--- config.mk ---
export PLATFORM = sky130hd
export DESIGN_NAME = tpo_top
export DESIGN_NICKNAME = d
export VERILOG_FILES = /design/src/rtl/tpo_pkg.sv /design/src/rtl/tpo_top.sv
export VERILOG_INCLUDE_DIRS = /design/src /design/src/rtl
export SDC_FILE = /design/constraint.sdc
export NUM_CORES = 1
export LEC_CHECK = 0
export ABC_AREA = 1
export ABC_CLOCK_PERIOD_IN_PS = 11800
export BUFFER_PORTS_ARGS = -buffer_cell sky130_fd_sc_hd__buf_4
export CAP_MARGIN = 25
export CORE_UTILIZATION = 51
export DETAILED_ROUTE_END_ITERATION = 16
export GPL_ROUTABILITY_DRIVEN = 0
export PLACE_DENSITY = 0.7
export SYNTH_ARGS = -nofsm -noshare
export SYNTH_HDL_FRONTEND = slang
export SYNTH_SLANG_ARGS = --single-unit
--- constraint.sdc ---
create_clock -name mclk -period 11.8 [get_ports mclk]
set_input_delay 0.59 -clock mclk [delete_from_list [all_inputs] [get_ports mclk]]
set_output_delay 0.59 -clock mclk [all_outputs]
set_load 0.01 [all_outputs]
--- src/rtl/tpo_regs.svh ---
// Register offsets, field positions, reset values and counts of the output driver.
// Assumes a plain strobe bus with byte addresses on word boundaries.
`ifndef TPO_REGS_SVH
`define TPO_REGS_SVH
`define TPO_ADDR_CTRL     8'h00
`define TPO_ADDR_PERIOD   8'h04
`define TPO_ADDR_LOW      8'h08
`define TPO_ADDR_HIGH     8'h0C
`define TPO_ADDR_STATUS   8'h10
`define TPO_CTRL_DIR_BIT  0
`define TPO_CTRL_VAR_BIT  1
`define TPO_ST_OUT_BIT    16
`define TPO_ST_VAR_BIT    17
`define TPO_ST_IN_BIT     18
`define TPO_PERIOD_RST    10'h064
`define TPO_PERIOD_MIN    10'h001
`define TPO_PERIOD_MAX    10'h258
`define TPO_PCT_FULL      10'h3E8
`define TPO_LOW_RST       10'h000
`define TPO_HIGH_RST      10'h3E8
`define TPO_RUN_MIN       2'h3
`endif

--- src/rtl/tpo_pkg.sv ---
// Types shared by the output driver and its surroundings.
// Assumes tpo_regs.svh holds the numeric constants.
package tpo_pkg;
	typedef struct packed {
		logic       is_pct;
		logic       on;
		logic [9:0] pct;
	} tpo_demand_s;

	typedef struct packed {
		logic        wr;
		logic        rd;
		logic [7:0]  addr;
		logic [31:0] wdata;
	} tpo_bus_s;

	typedef logic [9:0] tpo_pct_t;
endpackage

--- src/rtl/tpo_top.sv ---
// Time-proportioning output driver for one shared digital I/O point.
// Assumes tick_100ms and line_pulse are one-cycle pulses synchronous to mclk.
// Function
// - Zero or off demand holds output off when low scale is 0.0
// - Full or on demand holds output on when high scale is 100.0 and the point is an output
// - Accepts on/off or percentage demand
// - Intermediate demands switch by selected time base
// - Average on fraction equals scaled demand
// - Setting selects fixed or line-cycle method
// - Fixed mode: duty cycle within each period
// - Fixed period 0.1 to 60.0 s
// - Line-cycle runs last at least three cycles
// - Six on three off at 66 percent
// - Low scale applies at zero demand
// - High scale applies at full demand
// - Linear map between low and high scale
// - Scales 0.0 to 100.0 percent, tenths
// - Direction setting: only output drives point
// - Output point follows connected demand
`include "tpo_regs.svh"

module tpo_top #(
	parameter int PCT_W = 10
) (
	input  wire logic                 mclk,
	input  wire logic                 reset,
	input  wire tpo_pkg::tpo_bus_s    bus,
	output logic [31:0]               rd_data,
	input  wire tpo_pkg::tpo_demand_s demand,
	input  wire logic                 tick_100ms,
	input  wire logic                 line_pulse,
	input  wire logic                 point_in,
	output logic                      point_out,
	output logic                      point_oe
);
	// ------------------------------------------------------------
	// Functions
	// ------------------------------------------------------------
	function automatic logic [PCT_W-1:0] scale_pct(input logic [PCT_W-1:0] d,
	                                               input logic [PCT_W-1:0] lo,
	                                               input logic [PCT_W-1:0] hi);
		logic [19:0] prod;
		prod = 20'h00000;
		if (hi >= lo) begin
			prod = 20'(hi - lo) * 20'(d);
			scale_pct = lo + PCT_W'(prod / 20'(`TPO_PCT_FULL));
		end else begin
			prod = 20'(lo - hi) * 20'(d);
			scale_pct = lo - PCT_W'(prod / 20'(`TPO_PCT_FULL));
		end
	endfunction

	function automatic logic [PCT_W-1:0] clamp_pct(input logic [31:0] v);
		clamp_pct = (v > 32'(`TPO_PCT_FULL)) ? `TPO_PCT_FULL : PCT_W'(v);
	endfunction

	// ------------------------------------------------------------
	// Register file
	// ------------------------------------------------------------
	logic             dir_reg;
	logic             var_sel_reg;
	logic [9:0]       period_cfg_reg;
	logic [PCT_W-1:0] low_reg;
	logic [PCT_W-1:0] high_reg;
	logic [PCT_W-1:0] eff_reg;
	logic             var_active_reg;
	logic [31:0]      rd_next;

	always_ff @(posedge mclk) begin
		if (reset) begin
			dir_reg        <= 1'b0;
			var_sel_reg    <= 1'b0;
			period_cfg_reg <= `TPO_PERIOD_RST;
			low_reg        <= `TPO_LOW_RST;
			high_reg       <= `TPO_HIGH_RST;
		end else if (bus.wr) begin
			unique case (bus.addr)
				`TPO_ADDR_CTRL: begin
					dir_reg     <= bus.wdata[`TPO_CTRL_DIR_BIT];
					var_sel_reg <= bus.wdata[`TPO_CTRL_VAR_BIT];
				end
				`TPO_ADDR_PERIOD: begin
					// Out-of-range periods are clamped rather than refused
					if (bus.wdata < 32'(`TPO_PERIOD_MIN))
						period_cfg_reg <= `TPO_PERIOD_MIN;
					else if (bus.wdata > 32'(`TPO_PERIOD_MAX))
						period_cfg_reg <= `TPO_PERIOD_MAX;
					else
						period_cfg_reg <= bus.wdata[9:0];
				end
				`TPO_ADDR_LOW:  low_reg  <= clamp_pct(bus.wdata);
				`TPO_ADDR_HIGH: high_reg <= clamp_pct(bus.wdata);
				default: ;
			endcase
		end
	end

	always_comb begin
		rd_next = 32'h00000000;
		if (bus.rd) begin
			unique case (bus.addr)
				`TPO_ADDR_CTRL: begin
					rd_next[`TPO_CTRL_DIR_BIT] = dir_reg;
					rd_next[`TPO_CTRL_VAR_BIT] = var_sel_reg;
				end
				`TPO_ADDR_PERIOD: rd_next[9:0] = period_cfg_reg;
				`TPO_ADDR_LOW:    rd_next[PCT_W-1:0] = low_reg;
				`TPO_ADDR_HIGH:   rd_next[PCT_W-1:0] = high_reg;
				`TPO_ADDR_STATUS: begin
					rd_next[PCT_W-1:0]      = eff_reg;
					rd_next[`TPO_ST_OUT_BIT] = point_out;
					rd_next[`TPO_ST_VAR_BIT] = var_active_reg;
					rd_next[`TPO_ST_IN_BIT]  = point_in;
				end
				default: rd_next = 32'h00000000;
			endcase
		end
	end

	always_ff @(posedge mclk) begin
		if (reset)
			rd_data <= 32'h00000000;
		else
			rd_data <= rd_next;
	end

	// ------------------------------------------------------------
	// Demand scaling
	// ------------------------------------------------------------
	logic [PCT_W-1:0] raw_pct;

	always_comb begin
		if (demand.is_pct)
			raw_pct = (demand.pct > `TPO_PCT_FULL) ? `TPO_PCT_FULL : demand.pct;
		else
			raw_pct = demand.on ? `TPO_PCT_FULL : PCT_W'(0);
	end

	always_ff @(posedge mclk) begin
		if (reset)
			eff_reg <= PCT_W'(0);
		else
			eff_reg <= scale_pct(raw_pct, low_reg, high_reg);
	end

	logic mid_pwr;
	assign mid_pwr = (eff_reg != PCT_W'(0)) && (eff_reg < `TPO_PCT_FULL);

	// ------------------------------------------------------------
	// Fixed time base
	// ------------------------------------------------------------
	logic [9:0]  per_cnt_reg;
	logic [9:0]  per_len_reg;
	logic [9:0]  on_len_reg;
	logic        per_wrap;
	logic [19:0] on_prod;

	assign per_wrap = tick_100ms && (per_cnt_reg >= per_len_reg - 10'h001);
	assign on_prod  = 20'(eff_reg) * 20'(period_cfg_reg);

	always_ff @(posedge mclk) begin
		if (reset) begin
			per_cnt_reg <= 10'h000;
			per_len_reg <= `TPO_PERIOD_RST;
			on_len_reg  <= 10'h000;
		end else if (per_wrap) begin
			// New length and duty take hold only at a period boundary
			per_cnt_reg <= 10'h000;
			per_len_reg <= period_cfg_reg;
			on_len_reg  <= 10'(on_prod / 20'(`TPO_PCT_FULL));
		end else if (tick_100ms) begin
			per_cnt_reg <= per_cnt_reg + 10'h001;
		end
	end

	logic fix_out;
	assign fix_out = per_cnt_reg < on_len_reg;

	// ------------------------------------------------------------
	// Variable (line-cycle) time base
	// ------------------------------------------------------------
	logic signed [15:0] acc_reg;
	logic signed [15:0] acc_next;
	logic [1:0]         run_reg;
	logic               var_out_reg;
	logic               run_done;

	// Error integrator: hardware toggles only once a run has met its minimum
	assign acc_next = acc_reg + 16'(eff_reg)
	                  - (var_out_reg ? 16'(`TPO_PCT_FULL) : 16'sh0000);
	assign run_done = (run_reg + 2'h1) >= `TPO_RUN_MIN;

	always_ff @(posedge mclk) begin
		if (reset) begin
			acc_reg     <= 16'sh0000;
			run_reg     <= 2'h0;
			var_out_reg <= 1'b0;
		end else if (line_pulse && var_active_reg && mid_pwr) begin
			acc_reg <= acc_next;
			if (run_done && (var_out_reg ? (acc_next <= 16'sh0000)
			                             : (acc_next > 16'sh0000))) begin
				var_out_reg <= !var_out_reg;
				run_reg     <= 2'h0;
			end else if (!run_done) begin
				run_reg <= run_reg + 2'h1;
			end
		end
	end

	// ------------------------------------------------------------
	// Time base selection
	// ------------------------------------------------------------
	always_ff @(posedge mclk) begin
		if (reset)
			var_active_reg <= 1'b0;
		else if (!mid_pwr)
			var_active_reg <= var_sel_reg;
		else if (!var_active_reg && per_wrap)
			var_active_reg <= var_sel_reg;
		else if (var_active_reg && line_pulse && run_done)
			var_active_reg <= var_sel_reg;
	end

	// ------------------------------------------------------------
	// Point drive
	// ------------------------------------------------------------
	logic out_next;

	always_comb begin
		if (!dir_reg)
			out_next = 1'b0;
		else if (eff_reg == PCT_W'(0))
			out_next = 1'b0;
		else if (eff_reg >= `TPO_PCT_FULL)
			out_next = 1'b1;
		else
			out_next = var_active_reg ? var_out_reg : fix_out;
	end

	always_ff @(posedge mclk) begin
		if (reset) begin
			point_out <= 1'b0;
			point_oe  <= 1'b0;
		end else begin
			point_out <= out_next;
			point_oe  <= dir_reg;
		end
	end
endmodule

==> results by group <==
Floorplanning
  • Initial Util: 51.9%
  • Height of the die: 226 microns
  • Core Region: 0.0492 sq mm
  • Die W: 226 microns
  • Rows: 81
  • Num ports: 93
  • Die area: 0.0509 sq mm

Timing
  • Final setup vio count: 10
  • Tmin final: 13.86 ns
  • Worst Tran Pin Value: 0.923 ns
  • Slew margin rel.: 38.3%
  • Clk_skew: 0.0133 ns
  • Unrepaired setup endpoints after global routing: true
  • Slew Limit Fails: 0
  • Setup ws final: -2.06 ns
  • Fmax: 72.1 MHz
  • Hold Fails Final Rpt: 0
  • Final period util: 117%
  • Hold_ws: 0.433 ns

Final layout
  • Nets@finish: 5,034
  • Synth-to-Final Area Change: 33.7%
  • Max reg flops: 16
  • Share of post-route cells with drive strength above 1: 30.2%
  • # diodes: 0
  • Layout Utilization: 69.3%

Logic synthesis
  • Ys async rst share: 0%
  • Syn_area_per_cell: 6.61 sq um
  • Synth warn: 0
  • Mapped Area: 0.0255 sq mm
  • Synth unique cells: 72
  • Register bit total from synthesis: 107
  • Synth top area cells: fa_1 21%, nand2_1 13%, inv_1 12%, ha_1 11%, dfxtp_1 8.4%
  • Synth area leader: fa_1
  • Main synth FF type: dfxtp_1
  • Count leader, synth: nand2_1
  • Synth top area share: 20.7%
  • Syn Inst Count: 3,856
  • EDFF count, synth: 0
  • Commonest cells post-synth: 907 x nand2_1, 848 x inv_1, 290 x nor2_1
  • Post-synthesis sequential area ratio: 8.40%

Run status
  • Failing checks: setup timing
  • Status: finished with violations

Global routing
  • Grt ovf: 0
  • First-pass GRT wire length: 115 mm
  • Initial antenna violation count: 0
  • Vias in the first global route: 24,700
  • Pin count of the biggest net entering global routing: 42
  • All-Layer GR Usage: 27.3%

Worst setup path
  • Launching point of the worst reg2reg path: low_reg[1]
  • Req. time, crit path: 12.06 ns
  • CP startpoint: low_reg[1]
  • Crit-path max FO: 8
  • Critical Path AT: 14.13 ns
  • Slowest-stage cell, CP: fa_1
  • Critical path endpoint category: register
  • Most frequent CP cell: nand2_2
  • Crit Path Category: reg -> reg
  • Slowest cell delay on critical path: 0.57 ns
  • Critical path startpoint category: register

Routing
  • Final WL: 73.0 mm
  • Routed length per instance: 14.1 microns
  • Antenna viol nets, final: 0
  • DR vias/cell: 5.08
  • Via count: 26,200
  • DR pass1 iterations: 5
  • DRC Markers: 0
  • Initial DRC Count: 1,425

Clock network
  • H-tree Lvls: 3
  • CTS clk-pin slew, worst paths: 0.08 ns
  • Clock sinks: 107
  • CTS Buf Count: 9
  • Worst-Skew Late Latency: 0.37 ns
  • Maximum buffer depth of the clock tree: 2
  • Clock root cell: clkbuf_16
  • CTS tree: yes

Worst hold path
  • HP Class: reg -> reg
  • Hold Path Origin: point_out

Placement
  • DP HPWL: 56.3 mm
  • IO buf count: 73
  • Post-Place Setup Slack: -1.93 ns

Job
  • Max-capacitance violation count: 0
[kinds of logic (layout without fill, tap and decap cells)]
logic type / Yosys count / in the layout / share of synthesized area [%]
simple gates: 1732 / 1733 / 31.0
buf+inv: 973 / 1596 / 14.8
fa+ha+maj: 482 / 482 / 31.4
compound gates: 430 / 430 / 9.88
xor+xnor: 130 / 130 / 4.55
flops: 107 / 107 / 8.40
other cells: 1 / 19 / 0.0147
mux: 1 / 1 / 0.0393
[layout by cell type (no fill, tap or decap), types with 12 or more instances in the layout]
| master | Yosys | routed |
|---|---|---|
| o21ai_2 | 5 | 21 |
| nand3_2 | 24 | 70 |
| fa_1 | 263 | 256 |
| ha_4 | 0 | 23 |
| xor2_1 | 103 | 96 |
| nor2_1 | 290 | 251 |
| nor2_2 | 24 | 27 |
| nand4_1 | 33 | 33 |
| nor2_4 | 14 | 50 |
| nand3b_1 | 15 | 15 |
| nand2_8 | 0 | 14 |
| inv_1 | 848 | 816 |
| o21ai_0 | 120 | 100 |
| nand2_1 | 907 | 757 |
| nand2_2 | 87 | 171 |
| a21oi_2 | 6 | 20 |
| buf_6 | 5 | 20 |
| inv_2 | 42 | 61 |
| nand3_4 | 4 | 27 |
| buf_4 | 19 | 651 |
| dfxtp_1 | 107 | 93 |
| nor3_1 | 24 | 20 |
| xnor2_1 | 24 | 22 |
| nand3_1 | 249 | 181 |
| o22ai_1 | 14 | 14 |
| conb_1 | 1 | 19 |
| ha_1 | 219 | 194 |
| dfxtp_2 | 0 | 12 |
| nand2_4 | 23 | 75 |
| o211ai_1 | 14 | 14 |
| inv_4 | 0 | 14 |
| o21bai_1 | 16 | 15 |
| a21oi_1 | 159 | 141 |
| o21ai_1 | 31 | 27 |
[repair_timing]
action	in CTS	in global routing
pin swaps	145	219
buffers inserted	77	48
cloned	1	0
setup endpoints to repair	10	12
resized for setup	178	323
hold buffers	0	0
[layer usage]
metal  routed length (microns)  part of all wire, %  track usage [%]
met1                     33000                   45             37.9
met2                     35300                   48             47.3
met3                      3310                  4.5             2.47
met4                      1320                  1.8             3.55
met5                         0                    0                0
[final timing paths]
check             cells past startpoint          end  slack (ns)
setup reg to reg                    102   eff_reg[9]       -2.06
hold / removal                        2  rd_data[16]        0.43
setup / recovery                    102   eff_reg[9]       -2.06
hold reg to reg                       2  rd_data[16]        0.43
[cell type report]
class / instances / area [sq um]
tap: 664 / 831
sequential: 107 / 2160
fill: 3961 / 15100
clock buffer: 9 / 225
multi-input combinational: 2795 / 22100
clock inverter: 7 / 91.3
inverter: 902 / 3430
timing repair buffer: 678 / 5250
[critical path: cells and delay by family (launching register included)]
family | cells | cell delay [ns]
and+or+nand+nor | 59 | 5.62
AOI/OAI and AO/OA | 10 | 1.48
xor gates and xnor gates | 4 | 0.85
adders and majority gates | 9 | 3.83
DFF | 1 | 0.37
buffers and inverters | 20 | 1.57
[per-stage QoR]
| stage | area (sq um) | cells | setup TNS [ns] |
|---|---|---|---|
| after floorplan | 26100 | 3874 | -1.87 |
| after global placement | 30800 | 5021 | -11.12 |
| after detailed placement | 30800 | 5021 | -12.92 |
| after CTS | 32400 | 5115 | -8.77 |
| after global routing | 34100 | 5162 | -21.61 |
| final | 34100 | 5162 | -13.63 |
Power is not shown: default switching activity piles up to over one toggle a cycle in this logic, so the estimate is an artifact.
